--- config.mk ---
export PLATFORM = sky130hd
export DESIGN_NAME = mmd_decoder
export DESIGN_NICKNAME = d
export VERILOG_FILES = /design/src/verilog/mmd_clkdiv.v /design/src/verilog/mmd_decoder.v
export VERILOG_INCLUDE_DIRS = /design/src /design/src/verilog
export SDC_FILE = /design/constraint.sdc
export NUM_CORES = 1
export LEC_CHECK = 0
export ABC_CLOCK_PERIOD_IN_PS = 1700
export BUFFER_PORTS_ARGS = -buffer_cell sky130_fd_sc_hd__buf_4
export CAP_MARGIN = 10
export CORE_ASPECT_RATIO = 1.25
export CORE_MARGIN = 4
export CORE_UTILIZATION = 30
export DETAILED_ROUTE_END_ITERATION = 8
export PLACE_DENSITY = 0.69
export SLEW_MARGIN = 10
export SYNTH_ARGS = -nofsm -noshare
export SYNTH_HDL_FRONTEND = slang
export SYNTH_SLANG_ARGS = --single-unit
--- constraint.sdc ---
create_clock -name clk_i -period 1.7 [get_ports clk_i]
set_input_delay 0.425 -clock clk_i [delete_from_list [all_inputs] [get_ports clk_i]]
set_output_delay 0.425 -clock clk_i [all_outputs]
set_load 0.01 [all_outputs]
--- src/verilog/mmd_regs.vh ---
/*
  Address map, configuration bit positions and reset values for the
  memory map and bus qualifier block.
  Assumes a 16-bit byte address from the core and a 20 MHz clock.
*/
`ifndef MMD_REGS_VH
`define MMD_REGS_VH

// ----------------------------------------------------------------
// Address map
// ----------------------------------------------------------------
`define MMD_SFR_LO        16'h0000
`define MMD_SFR_HI        16'h0017
`define MMD_RAM_LO        16'h0018
`define MMD_RAM_HI        16'h01FF
`define MMD_RAM_BYTES     488
`define MMD_LOWEXT_LO     16'h0200
`define MMD_LOWEXT_HI     16'h1FFD
`define MMD_PORT_LO       16'h1FFE
`define MMD_PORT_HI       16'h1FFF
`define MMD_PROG_LO       16'h2000
`define MMD_PROG_EA_LO    16'h2080
`define MMD_PROG_HI       16'h5FFF
`define MMD_EXT_LO        16'h6000
`define MMD_EXT_HI        16'hFFFF
`define MMD_NMI_VECTOR    16'h203E

// ----------------------------------------------------------------
// Chip configuration register fields
// ----------------------------------------------------------------
`define MMD_CFG_WRMODE    0
`define MMD_CFG_DYNWIDTH  1
`define MMD_CFG_WIDTH     8
`define MMD_CFG_RESET     8'h00

// ----------------------------------------------------------------
// Region codes
// ----------------------------------------------------------------
`define MMD_RGN_SFR       3'h0
`define MMD_RGN_RAM       3'h1
`define MMD_RGN_PORT      3'h2
`define MMD_RGN_PROG      3'h3
`define MMD_RGN_EXT       3'h4

`endif
--- src/verilog/mmd_clkdiv.v ---
/*
  Half-rate clock output generator.
  Assumes clk_i is the oscillator clock; output toggles every rising edge.
*/
`timescale 1ns/1ns
module mmd_clkdiv
(
  // Clock and reset
  input  wire clk_i,
  input  wire rstn_i,
  // Divided clock
  output reg  half_rate_clock_o
);

  always @(posedge clk_i or negedge rstn_i)
  begin
    if (!rstn_i)
      half_rate_clock_o <= 1'b0;
    else
      half_rate_clock_o <= ~half_rate_clock_o;
  end

endmodule

--- src/verilog/mmd_decoder.v ---
/*
  Memory map decoder and external bus cycle qualifier.
  Assumes one core access request at a time, held until acc_done_o, and
  synchronous pin inputs. Strobe timing within the cycle is simplified.
  Reserved locations are decoded like their neighbours; code must keep
  away from them rather than rely on any bus error.
*/
// What this block does
// - 6000H-FFFFH always go external
// - 2000H-5FFFH internal or external by select
// - Select high: 2000H-5FFFH on-chip, else external
// - 0018H-01FFH register RAM for data; fetches go on bus
// - 0000H-0017H decode as special-function registers
// - Fetches from 0000H-01FFH forced external
// - Config bit 1 enables sampled width input
// - NMI rising edge vectors through 203EH
// - Fetch-type high for fetches, external only
// - Clock output at half oscillator rate
// - Read strobe only for external reads
// - Write or low-byte strobe per write mode
// - High-byte strobe, the same in both write modes
// - Ready lengthens external cycles only
`timescale 1ns/1ns
`include "mmd_regs.vh"
module mmd_decoder
(
  // Clock and reset
  input  wire        clk_i,
  input  wire        rstn_i,
  // Core access request
  input  wire        acc_req_i,
  input  wire [15:0] acc_addr_i,
  input  wire        acc_write_i,
  input  wire        acc_fetch_i,
  input  wire        acc_word_i,
  // Configuration
  input  wire        cfg_load_i,
  input  wire [7:0]  chip_config_byte_i,
  input  wire        external_access_select_i,
  // Pins
  input  wire        bus_width_i,
  input  wire        ready_i,
  input  wire        nmi_i,
  // Region selects and access done
  output reg         sel_sfr_o,
  output reg         sel_ram_o,
  output reg         sel_port_o,
  output reg         sel_prog_o,
  output reg         sel_ext_o,
  output reg         acc_done_o,
  // External bus qualifiers
  output reg         fetch_type_output_o,
  output reg         rd_n_o,
  output reg         low_byte_write_strobe_n_o,
  output reg         high_byte_write_strobe_n_o,
  output reg         bus16_o,
  // Interrupt vector
  output reg         nmi_vec_o,
  output reg  [15:0] nmi_addr_o,
  // Clock pin
  output wire        half_rate_clock_o
);

  // ----------------------------------------------------------------
  // Decode
  // ----------------------------------------------------------------
  function in_rng;
    input [15:0] a;
    input [15:0] lo;
    input [15:0] hi;
    begin
      in_rng = (a >= lo) && (a <= hi);
    end
  endfunction

  // Fetches are tested first: code never runs from the register file
  function [2:0] region;
    input [15:0] a;
    input        fetch;
    input        ea;
    begin
      if (fetch && in_rng(a, `MMD_SFR_LO, `MMD_RAM_HI))
        region = `MMD_RGN_EXT;
      else if (in_rng(a, `MMD_SFR_LO, `MMD_SFR_HI))
        region = `MMD_RGN_SFR;
      else if (in_rng(a, `MMD_RAM_LO, `MMD_RAM_HI))
        region = `MMD_RGN_RAM;
      else if (in_rng(a, `MMD_LOWEXT_LO, `MMD_LOWEXT_HI))
        region = `MMD_RGN_EXT;
      else if (in_rng(a, `MMD_PORT_LO, `MMD_PORT_HI))
        region = `MMD_RGN_PORT;
      else if (in_rng(a, `MMD_PROG_LO, `MMD_PROG_HI))
        region = ea ? `MMD_RGN_PROG : `MMD_RGN_EXT;
      else
        region = `MMD_RGN_EXT;
    end
  endfunction

  // ----------------------------------------------------------------
  // Target and strobe helpers
  // ----------------------------------------------------------------
  // One-hot target select, bit order {ext, prog, port, ram, sfr}
  function [4:0] rgn_onehot;
    input [2:0] r;
    begin
      case (r)
        `MMD_RGN_SFR:  rgn_onehot = 5'h01;
        `MMD_RGN_RAM:  rgn_onehot = 5'h02;
        `MMD_RGN_PORT: rgn_onehot = 5'h04;
        `MMD_RGN_PROG: rgn_onehot = 5'h08;
        default:       rgn_onehot = 5'h10;
      endcase
    end
  endfunction

  // Active-low {low, high} write strobes; both idle unless writing out
  function [1:0] wr_strobes;
    input wr;
    input split;
    input lo;
    input hi;
    begin
      if (!wr)
        wr_strobes = 2'h3;
      else if (split)
        wr_strobes = {~lo, ~hi};
      else
        wr_strobes = {1'b0, ~hi};
    end
  endfunction

  // ----------------------------------------------------------------
  // Configuration latch
  // ----------------------------------------------------------------
  reg [`MMD_CFG_WIDTH-1:0] cfg_q;

  always @(posedge clk_i or negedge rstn_i)
  begin
    if (!rstn_i)
      cfg_q <= `MMD_CFG_RESET;
    else if (cfg_load_i)
      cfg_q <= chip_config_byte_i;
  end

  // ----------------------------------------------------------------
  // Access sequencer
  // ----------------------------------------------------------------
  localparam ST_IDLE = 2'h0;
  localparam ST_INT  = 2'h1;
  localparam ST_EXT  = 2'h2;
  localparam ST_DONE = 2'h3;

  reg  [1:0] state_q;
  reg  [1:0] state_d;
  wire [2:0] rgn;
  wire       wide;
  wire       lo_byte;
  wire       hi_byte;

  assign rgn = region(acc_addr_i, acc_fetch_i, external_access_select_i);
  // Width is sampled at cycle start so it cannot change mid-cycle
  assign wide = cfg_q[`MMD_CFG_DYNWIDTH] & bus_width_i;
  assign lo_byte = acc_word_i ? 1'b1 : ~acc_addr_i[0];
  assign hi_byte = acc_word_i ? 1'b1 : acc_addr_i[0];

  always @*
  begin
    state_d = state_q;
    case (state_q)
      ST_IDLE:
        if (acc_req_i)
          state_d = (rgn == `MMD_RGN_EXT) ? ST_EXT : ST_INT;
      ST_INT:
        state_d = ST_DONE;
      ST_EXT:
        // Ready is looked at only here, never between cycles
        if (ready_i)
          state_d = ST_DONE;
      ST_DONE:
        state_d = ST_IDLE;
      default:
        state_d = ST_IDLE;
    endcase
  end

  // ----------------------------------------------------------------
  // Cycle qualifier next values
  // ----------------------------------------------------------------
  // Everything is released at cycle end so nothing lingers into the
  // idle slot that separates two accesses
  reg  [4:0] sel_d;
  reg        fetch_d;
  reg        rd_n_d;
  reg        strb_lo_n_d;
  reg        strb_hi_n_d;
  reg        bus16_d;
  wire       take;
  wire       cyc_end;
  wire       ext;

  assign take    = (state_q == ST_IDLE) && acc_req_i;
  assign cyc_end = (state_d == ST_DONE) || (state_q == ST_DONE);
  assign ext     = (rgn == `MMD_RGN_EXT);

  always @*
  begin
    sel_d       = {sel_ext_o, sel_prog_o, sel_port_o, sel_ram_o, sel_sfr_o};
    fetch_d     = fetch_type_output_o;
    rd_n_d      = rd_n_o;
    strb_lo_n_d = low_byte_write_strobe_n_o;
    strb_hi_n_d = high_byte_write_strobe_n_o;
    bus16_d     = bus16_o;
    if (take)
    begin
      // Internal targets keep the external bus quiet
      sel_d                      = rgn_onehot(rgn);
      fetch_d                    = ext & acc_fetch_i & ~acc_write_i;
      rd_n_d                     = ~ext | acc_write_i;
      bus16_d                    = ext & wide;
      {strb_lo_n_d, strb_hi_n_d} = wr_strobes(ext & acc_write_i, cfg_q[`MMD_CFG_WRMODE], lo_byte, hi_byte);
    end
    else if (cyc_end)
    begin
      sel_d       = 5'h00;
      fetch_d     = 1'b0;
      rd_n_d      = 1'b1;
      strb_lo_n_d = 1'b1;
      strb_hi_n_d = 1'b1;
      bus16_d     = 1'b0;
    end
  end

  // ----------------------------------------------------------------
  // Output registers
  // ----------------------------------------------------------------
  always @(posedge clk_i or negedge rstn_i)
  begin
    if (!rstn_i)
    begin
      state_q                    <= ST_IDLE;
      sel_sfr_o                  <= 1'b0;
      sel_ram_o                  <= 1'b0;
      sel_port_o                 <= 1'b0;
      sel_prog_o                 <= 1'b0;
      sel_ext_o                  <= 1'b0;
      acc_done_o                 <= 1'b0;
      fetch_type_output_o        <= 1'b0;
      rd_n_o                     <= 1'b1;
      low_byte_write_strobe_n_o  <= 1'b1;
      high_byte_write_strobe_n_o <= 1'b1;
      bus16_o                    <= 1'b0;
    end
    else
    begin
      state_q                    <= state_d;
      acc_done_o                 <= (state_d == ST_DONE);
      sel_sfr_o                  <= sel_d[0];
      sel_ram_o                  <= sel_d[1];
      sel_port_o                 <= sel_d[2];
      sel_prog_o                 <= sel_d[3];
      sel_ext_o                  <= sel_d[4];
      fetch_type_output_o        <= fetch_d;
      rd_n_o                     <= rd_n_d;
      low_byte_write_strobe_n_o  <= strb_lo_n_d;
      high_byte_write_strobe_n_o <= strb_hi_n_d;
      bus16_o                    <= bus16_d;
    end
  end

  // ----------------------------------------------------------------
  // Nonmaskable interrupt edge
  // ----------------------------------------------------------------
  // A pin held high gives one pulse only; the vector needs a fresh rise
  reg nmi_q;

  always @(posedge clk_i or negedge rstn_i)
  begin
    if (!rstn_i)
    begin
      nmi_q      <= 1'b0;
      nmi_vec_o  <= 1'b0;
      nmi_addr_o <= 16'h0000;
    end
    else
    begin
      nmi_q      <= nmi_i;
      nmi_vec_o  <= nmi_i & ~nmi_q;
      nmi_addr_o <= `MMD_NMI_VECTOR;
    end
  end

  // ----------------------------------------------------------------
  // Clock output
  // ----------------------------------------------------------------
  mmd_clkdiv u_clkdiv
  (
    .clk_i             (clk_i),
    .rstn_i            (rstn_i),
    .half_rate_clock_o (half_rate_clock_o)
  );

endmodule

# Yosys cells after proc, flatten, opt, wreduce, memory -nomap -nowiden
# Cells that the tools add are included.
[totals]
reg_bits = 19
latchBits = 0
ram_bits = 0
rom_bits = 0
input_bits = 35
output_inout_bits = 29
mem_count = 0
[op_classes]
add_sub_neg = 0
multipliers = 0
n_div = 0
n_lt_le_gt_ge = 10
n_eq_ne = 8
shift = 0
muxes = 25
bitwise = 14
n_reduce_logical = 12
[ops]
columns = ["cell", "n"]
rows = [
  ["16-bit by 13-bit <= comparator with 1-bit output (second input constant)", 2],
  ["3-bit 2-to-1 mux", 7],
  ["5-bit case mux with 4 select lines", 1],
  ["16-bit by 1-bit greater-or-equal comparator with 1-bit output (second input constant)", 1],
  ["16-bit by 10-bit greater-or-equal comparator with 1-bit output (second input constant)", 1],
  ["16-bit by 13-bit greater-or-equal comparator with 1-bit output (second input constant)", 1],
  ["16-bit by 14-bit greater-or-equal comparator with 1-bit output (second input constant)", 1],
  ["16-bit by 5-bit greater-or-equal comparator with 1-bit output (second input constant)", 1],
  ["16-bit by 15-bit <= comparator with 1-bit output (second input constant)", 1],
  ["16-bit by 5-bit <= comparator with 1-bit output (second input constant)", 1],
  ["16-bit by 9-bit <= comparator with 1-bit output (second input constant)", 1],
  ["2-bit 2-to-1 mux", 5],
  ["5-bit 2-to-1 mux", 2],
  ["1-bit 2-to-1 mux", 9],
  ["1-bit logical AND", 8],
  ["2-bit case mux with 4 select lines", 1],
  ["1-bit inverter", 7],
  ["1-bit bitwise AND", 6],
  ["2-bit equality test (second input constant)", 3],
  ["3-bit by 2-bit equality test with 1-bit output (second input constant)", 2],
  ["3-bit by 1-bit equality test with 1-bit output (second input constant)", 1],
  ["3-bit equality test (second input constant)", 1],
  ["3-bit zero test", 1],
  ["2-bit by 1-bit equality test with 1-bit output (second input constant)", 1],
  ["other kinds (4)", 4],
]

# Longest topological paths before layout
# Gate-level depths: netlist of the first run.
[depth]
depth_word = 16
mapped_depth = 8
mapped_depth_nobuf = 6

# Cells and area by module
# From an unflattened synthesis of the first run, not the netlist that was laid out.
[hier_totals]
hier_cells = 98
hier_area_um2 = 1081.0
[by_module_without_submodules]
columns = ["module", "n_inst", "cells_each", "area_each_um2"]
rows = [
  ["mmd_decoder", 1, 96, 1052.3],
  ["mmd_clkdiv", 1, 2, 28.8],
]

# Worst setup path before layout of the first run
# No wires, ideal clock.
[synth_path]
path_kind = "register to register"
from = "register state_q[0]"
to = "register sel_port_o"
setup_time_ns = 0.121
arrival_time_ns = 1.690
t_required_ns = 1.579
path_slack_ns = -0.111
stages_incl_launch_ff = 8
synth_period_minus_slack_ns = 1.811
path_cell_list = "dfrtp_1 inv_1 ha_1 nor4_1 a311o_1 o21a_1 buf_6 a22o_2"
[synth_between]
elab_chain_len = 5
word_cells_on_any_way = 12
cone_classes = "eq/ne: 4; mux: 4; reduce/logical: 4"
[synth_rtl]
columns = ["element", "line_no", "text"]
rows = [
  ["start, declared", "mmd_decoder.v:153", "reg [1:0] state_q;"],
  ["start signal, assigned", "mmd_decoder.v:255", "state_q <= state_d;"],
  ["2-bit equality test, or another cell as far along", "mmd_decoder.v:169, mmd_decoder.v:202", ""],
  ["2-bit case mux with 4 select lines", "mmd_decoder.v:169", "case (state_q)"],
  ["2-bit equality test", "mmd_decoder.v:202", "assign cyc_end = (state_d == ST_DONE) || (state_q == ST_DONE);"],
  ["1-bit logical OR", "mmd_decoder.v:202", ""],
  ["2-bit nonzero test (no line)", "--", ""],
  ["end signal, assigned", "mmd_decoder.v:259", "sel_port_o <= sel_d[2];"],
  ["end, declared", "mmd_decoder.v:47", "output reg sel_port_o,"],
]
# Parallel ways exist; a longest one is shown, timed or not.
# A chain may end at the register's enable or synchronous reset.

# Worst setup path in the final report of the first run
[layout_path]
from = "register state_q[1]"
to = "register sel_port_o"
# Same word-level chain as after synthesis.

==> run metrics, run 1 <==
outcome complete, but fails checks; violated checks setup timing; Setup WS pre-CTS -129.2 ps; largest net degree at the start of global routing 20; worst skew pair latency 250 ps; CP max stage cell dfrtp_1; Cells after DPL 194; Layout area overhead 51.66%; global router's overall resource usage 0.1147; # DRC 0; most common cell after layout, fill and taps aside buf_4; PortBufs 47; CTS Buffer Depth 2; Area after DPL 1505 sq um; maxcap violations 0; nets 205; Critical Path RT 1840 ps; Seq/Total Area, Yosys 0.4377; Worst EP arrival 1840 ps; flops & latches, synth 19; CTS Root Buffer Type clkbuf_8; final setup vio count 1; Mapped Area 1095 sq um; Post-DRT Antenna Nets 0; DP HPWL 2.130 mm; top_reg_cell synth dfrtp_1; Num CTS Buffers 3; Hold Path Class in -> async; startpoint types register; largest registers cfg_q x2, state_q x2; crit path cell chain inv_2, buf_6, ha_1, nor2b_1, a31oi_2, o21a_4, a22o_4; DRT Wirelength 2.787 mm; core area 3513 sq um; I/O pin total 64; Post-Layout Cell Count 203; CP max FO 5; Tcrit/Tclk final 1.002; H-tree depth 1; first-iteration detailed-routing DRC count 22; Synth Warn # 0; post-route cell area 1660 sq um; Post-synth EDFFs 0; Fmax achieved 586.9 MHz; share of layout cells above drive strength 1 0.5549; cell family with most CP delay compound AO/OA/AOI/OAI gates; pwr dens 1284 nW/um^2; CP Buf/Inv Count 2; clk slew on worst S/H paths 70 ps; Overflow after GRT 0; CTS tree done; die footprint 4686 sq um; final worst slack -3.888 ps; DR vias 966; first-pass GRT wire length 4.050 mm; crit-path max cell delay 360 ps; leakage dissipation 0.8118 nW; vias in the first global route 952; Fillers 342; Cell variety after synth 37; unrepaired setup endpoints after global routing true; initial antenna violation count 0; min cycle time layout 1704 ps; Worst setup EP type register; Cell Rows 24; Die Height 75.54 um; most frequent cells in the layout 62 x buf_4, 15 x dfrtp_1, 11 x conb_1, 7 x nor2_1, 6 x inv_1; Hold Vio Cnt, Final 0; routed length per instance 13.73 um; Initial Utilization 0.3116; Initial DRT Pass Iterations 4; CTS Sinks 19; Final Slew Violations 0; Synth async-reset ratio 1.000; Die Wd 62.03 um; antenna cells 0; maximum VDD drop 0.9484 mV; post-synthesis area per instance 10.53 sq um; vias per cell 4.759; Syn Inst Count 104; routability cong. 0.6884; final setup skew 0.9656 ps; crit path kind reg -> reg
==> per-stage QoR <==
| step | util | setup TNS (ps) | hold slack (ps) | total power [mW] |
|---|---|---|---|---|
| floorplan | - | -13.90 | 129.4 | 1.213 |
| global placement | 0.4284 | -517.3 | 304.6 | 1.520 |
| detailed placement | 0.4284 | -886.2 | 308.9 | 1.565 |
| CTS | 0.4512 | 0 | 39.15 | 1.954 |
| global route | 0.4726 | -422.4 | 39.65 | 2.286 |
| finish | 0.4726 | -3.888 | 34.19 | 2.131 |
==> Yosys cell counts, types with 2 or more instances <==
cell	instances	share of area
mux2_2	2	0.021
nor4_1	2	0.011
o2bb2ai_1	2	0.016
nand4_1	3	0.017
a32o_1	3	0.027
o21a_1	2	0.014
buf_4	15	0.10
nor3_1	3	0.014
conb_1	2	0.0069
a22oi_1	2	0.014
nand2_1	5	0.017
inv_1	8	0.027
dfrtp_1	16	0.37
ha_1	5	0.057
nor2b_1	3	0.017
dfstp_2	3	0.072
o21ai_0	2	0.0091
nor2_1	7	0.024
==> final timing paths <==
| kind | startpoint | end | slack [ps] | depth (start not counted) |
|---|---|---|---|---|
| max | state_q[1] | sel_port_o | -4 | 7 |
| min | rstn_i | nmi_vec_o | 30 | 1 |
| max reg2reg | state_q[1] | sel_port_o | -4 | 7 |
| min reg2reg | nmi_q | nmi_vec_o | 410 | 1 |
| max in group asynchronous | rstn_i | rd_n_o | 1410 | 1 |
| min in group clk_i | nmi_i | nmi_q | 290 | 1 |
==> what timing repair did <==
item,CTS,global route
gates cloned,0,1
pin swaps,1,2
hold buffers,0,0
endpoints found under the setup margin,10,10
setup buffers,2,2
resized for setup,3,10
==> metal layers <==
| metal | global-route usage | up-vias | part of all wire |
|---|---|---|---|
| li1 | - | 461 | - |
| met1 | 0.1415 | 461 | 0.37 |
| met2 | 0.1866 | 40 | 0.52 |
| met3 | 0.03898 | 4 | 0.096 |
| met4 | 0.03538 | 0 | 0.010 |
| met5 | 0 | - | 0 |
==> report_power, final <==
part | switching (mW) | internal (mW)
registers | 0.0680 | 0.579
clock network | 0.135 | 0.166
logic | 0.563 | 0.619
==> kinds of logic (layout without fill, tap and decap cells) <==
family | count (synthesis) | after routing | synth area share
XOR/XNOR | 1 | 1 | 0.008001
other | 2 | 11 | 0.006860
flip-flops | 19 | 19 | 0.4377
AND/OR/NAND/NOR | 30 | 30 | 0.1714
adder cells (fa/ha/maj) | 5 | 5 | 0.05714
buffers and inverters | 25 | 75 | 0.1440
AO/OA/AOI/OAI | 20 | 21 | 0.1543
multiplexers | 2 | 2 | 0.02057
==> worst reg2reg max path: stages (launching register included) <==
cell,delay [ps]
dfrtp_1,360
inv_2,80
buf_6,120
ha_1,260
nor2b_1,170
a31oi_2,80
o21a_4,270
a22o_4,250
==> cell type report <==
| cell class | instances | area [sq um] | share of cell area |
|---|---|---|---|
| inverters | 8 | 32.53 | 0.01959 |
| clock buffers | 4 | 45.04 | 0.02713 |
| multi-input cells | 70 | 576.8 | 0.3474 |
| repair buffers | 63 | 476.7 | 0.2871 |
| flip-flops and latches | 19 | 480.5 | 0.2894 |
| well taps | 39 | 48.80 | 0.02939 |
Power figures use the tool's default switching activity.
==> run 2: changes to the inputs <==
- ABC_CLOCK_PERIOD_IN_PS: 1700 -> 1540
- CTS_BUF_LIST: default -> sky130_fd_sc_hd__clkbuf_8
- clock period: 1.7 -> 1.54 ns (I/O delays scaled with it)
==> run 2 against run 1 <==
- the flow still finishes with violations (setup timing)
- total power is 11% higher
- largest power group unchanged
- sequential power rose by 9.3%
- worst hold slack improved by 210 ps
- count of clock-buffer cells in the layout down 1
- die area is the same
- highest routed layer unchanged
==> run metrics, run 2 (synthesized netlist as in run 1, its figures left out) <==
Slew @ Worst Pin 520.2 ps; largest net degree at the start of global routing 20 (unchanged); clk slew on worst S/H paths 60 ps (about the same); most common cell after layout, fill and taps aside buf_4; FF-to-FF End sel_port_o; Hold Vio Cnt, Final 0 (unchanged); final worst slack -123.6 ps (-119.7 ps); Tcrit/Tclk final 1.080 (+0.07796); switch share 0.3517 (-0.008018); combinational group share of total power 0.564 (+0.009); DR vias 967 (+0.10%); R2R Path Start state_q[0]; I/O pin total 64 (unchanged); global router's overall resource usage 0.1113 (-0.003395); # DRC 0 (unchanged); maxcap violations 0 (unchanged); routed length per instance 12.89 um (-6.1%); internal power 1.534 mW (+12%); Setup TNS -803.7 ps (-799.8 ps); vias per cell 4.740 (-0.39%); final setup skew 1.712 ps (+0.7460 ps); violated checks setup timing; core area 3513 sq um (unchanged); most frequent cells in the layout 63 x buf_4, 16 x dfrtp_1, 11 x conb_1, 7 x nor2_1, 7 x inv_1; Initial DRT Pass Iterations 3 (-1); startpoint types register; hold depth 1; routability cong. 0.7091 (+3.0%); CP Buf/Inv Count 1 (-1); Die Wd 62.03 um (unchanged); pwr dens 1402 nW/um^2 (+9.2%); Clock Power Share 0.138 (-0.003); Flop pwr share 0.299 (-0.005); Post-Layout Cell Count 204 (+0.49%); CTS Sinks 19 (unchanged); CTS Buffer Depth 2 (unchanged); cell family with most CP delay compound AO/OA/AOI/OAI gates; first-pass GRT wire length 4.002 mm (-1.2%); PortBufs 47 (unchanged); Num CTS Buffers 3 (unchanged); max_slew headroom 0.6532; DP HPWL 2.121 mm (-0.43%); Die Height 75.54 um (unchanged); final design utilization 0.4804 (+0.007835); Worst EP arrival 1800 ps (-40 ps); H-tree depth 1 (unchanged); CTS Root Buffer Type clkbuf_8; CP max FO 8 (+3); DRT Wirelength 2.629 mm (-5.7%); Overflow after GRT 0 (unchanged); R2R cell count 6 (-1); outcome complete, but fails checks; Critical Path RT 1680 ps (-160 ps); largest registers cfg_q x2, state_q x2; CP max stage cell dfrtp_1; Cells after DPL 196 (+1.0%); Initial Utilization 0.3116 (unchanged); die footprint 4686 sq um (unchanged); leakage dissipation 0.8237 nW (+1.5%); Psw 0.8323 mW (+8.6%); first-iteration detailed-routing DRC count 14 (-36%); initial antenna violation count 0 (unchanged); Fmax achieved 601.1 MHz (+2.4%); maximum VDD drop 1.459 mV (+54%); reg2reg setup slack -120 ps (-120 ps); final setup vio count 10 (+9); Post-DRT Antenna Nets 0 (unchanged); share of layout cells above drive strength 1 0.5636 (+0.008758); crit path cell chain inv_2, ha_4, nor4_2, a311o_1, o21a_4, a22o_4; unrepaired setup endpoints after global routing true; Fillers 331 (-3.2%); crit path kind reg -> reg; CTS tree done; Final Slew Violations 0 (unchanged); Hold Path Class in -> reg; crit-path max cell delay 400 ps (+40 ps); hold_sp nmi_i; Cell Rows 24 (unchanged); vias in the first global route 963 (+1.2%); antenna cells 0 (unchanged); Layout area overhead 54.17%; Worst setup EP type register; nets 206 (+0.49%); min cycle time layout 1664 ps (-40.30 ps); Setup WS pre-CTS -244.3 ps (-115.1 ps); worst skew pair latency 250 ps (about the same); Hold EP nmi_q
run 2: final cells by class:
cell class,instances,area [sq um],area share
Tap cell,39,48.80,0.02891
Sequential cell,19,479.2,0.2839
Multi-Input combinational cell,69,590.6,0.3499
Timing Repair Buffer,65,494.2,0.2928
Clock buffer,3,41.29,0.02446
Inverter,8,30.03,0.01779
Clock inverter,1,3.754,0.002224
run 2: what timing repair did:
action / 4_1_cts / 5_1_grt
hold endpoints to repair: 16 / 0
setup endpoints to repair: 11 / 13
resized for setup: 10 / 5
pin swaps: 10 / 5
hold buffers: 1 / 0
setup buffers: 3 / 1
run 2: power by group through the flow:
stage	clock, mW	sequential, mW	combinational (mW)
3_5_place_dp	0	0.717	1.03
4_1_cts	0.339	0.707	1.26
2_1_floorplan	0	0.750	0.589
5_1_grt	0.359	0.721	1.46
6_report	0.326	0.707	1.33
3_3_place_gp	0	0.713	0.987
run 2: through the flow:
step	power (mW)	hold slack [ps]	instance area, sq um
detailed placement	1.746	268.9	1520
floorplan	1.339	89.41	1141
global placement	1.700	264.8	1520
CTS	2.303	240.2	1659
finish	2.366	244.6	1688
global route	2.538	242.1	1688
run 2: worst max path at each step:
stage | start | to | slack [ps] | cells after the start
2_1_floorplan | state_q[1] | sel_port_o | -170 | 7
3_3_place_gp | acc_addr_i[11] | bus16_o | -210 | 5
3_5_place_dp | state_q[0] | low_byte_write_strobe_n_o | -240 | 7
4_1_cts | state_q[0] | low_byte_write_strobe_n_o | -110 | 7
5_1_grt | state_q[0] | low_byte_write_strobe_n_o | -200 | 7
6_report | state_q[0] | sel_port_o | -120 | 6
run 2: per-layer routing:
metal / global-route usage / up-vias / routed length, um
li1: - / 459 / -
met1: 0.1332 / 469 / 995
met2: 0.1924 / 37 / 1395
met3: 0.02712 / 2 / 216
met4: 0.03538 / 0 / 21
met5: 0 / - / 0
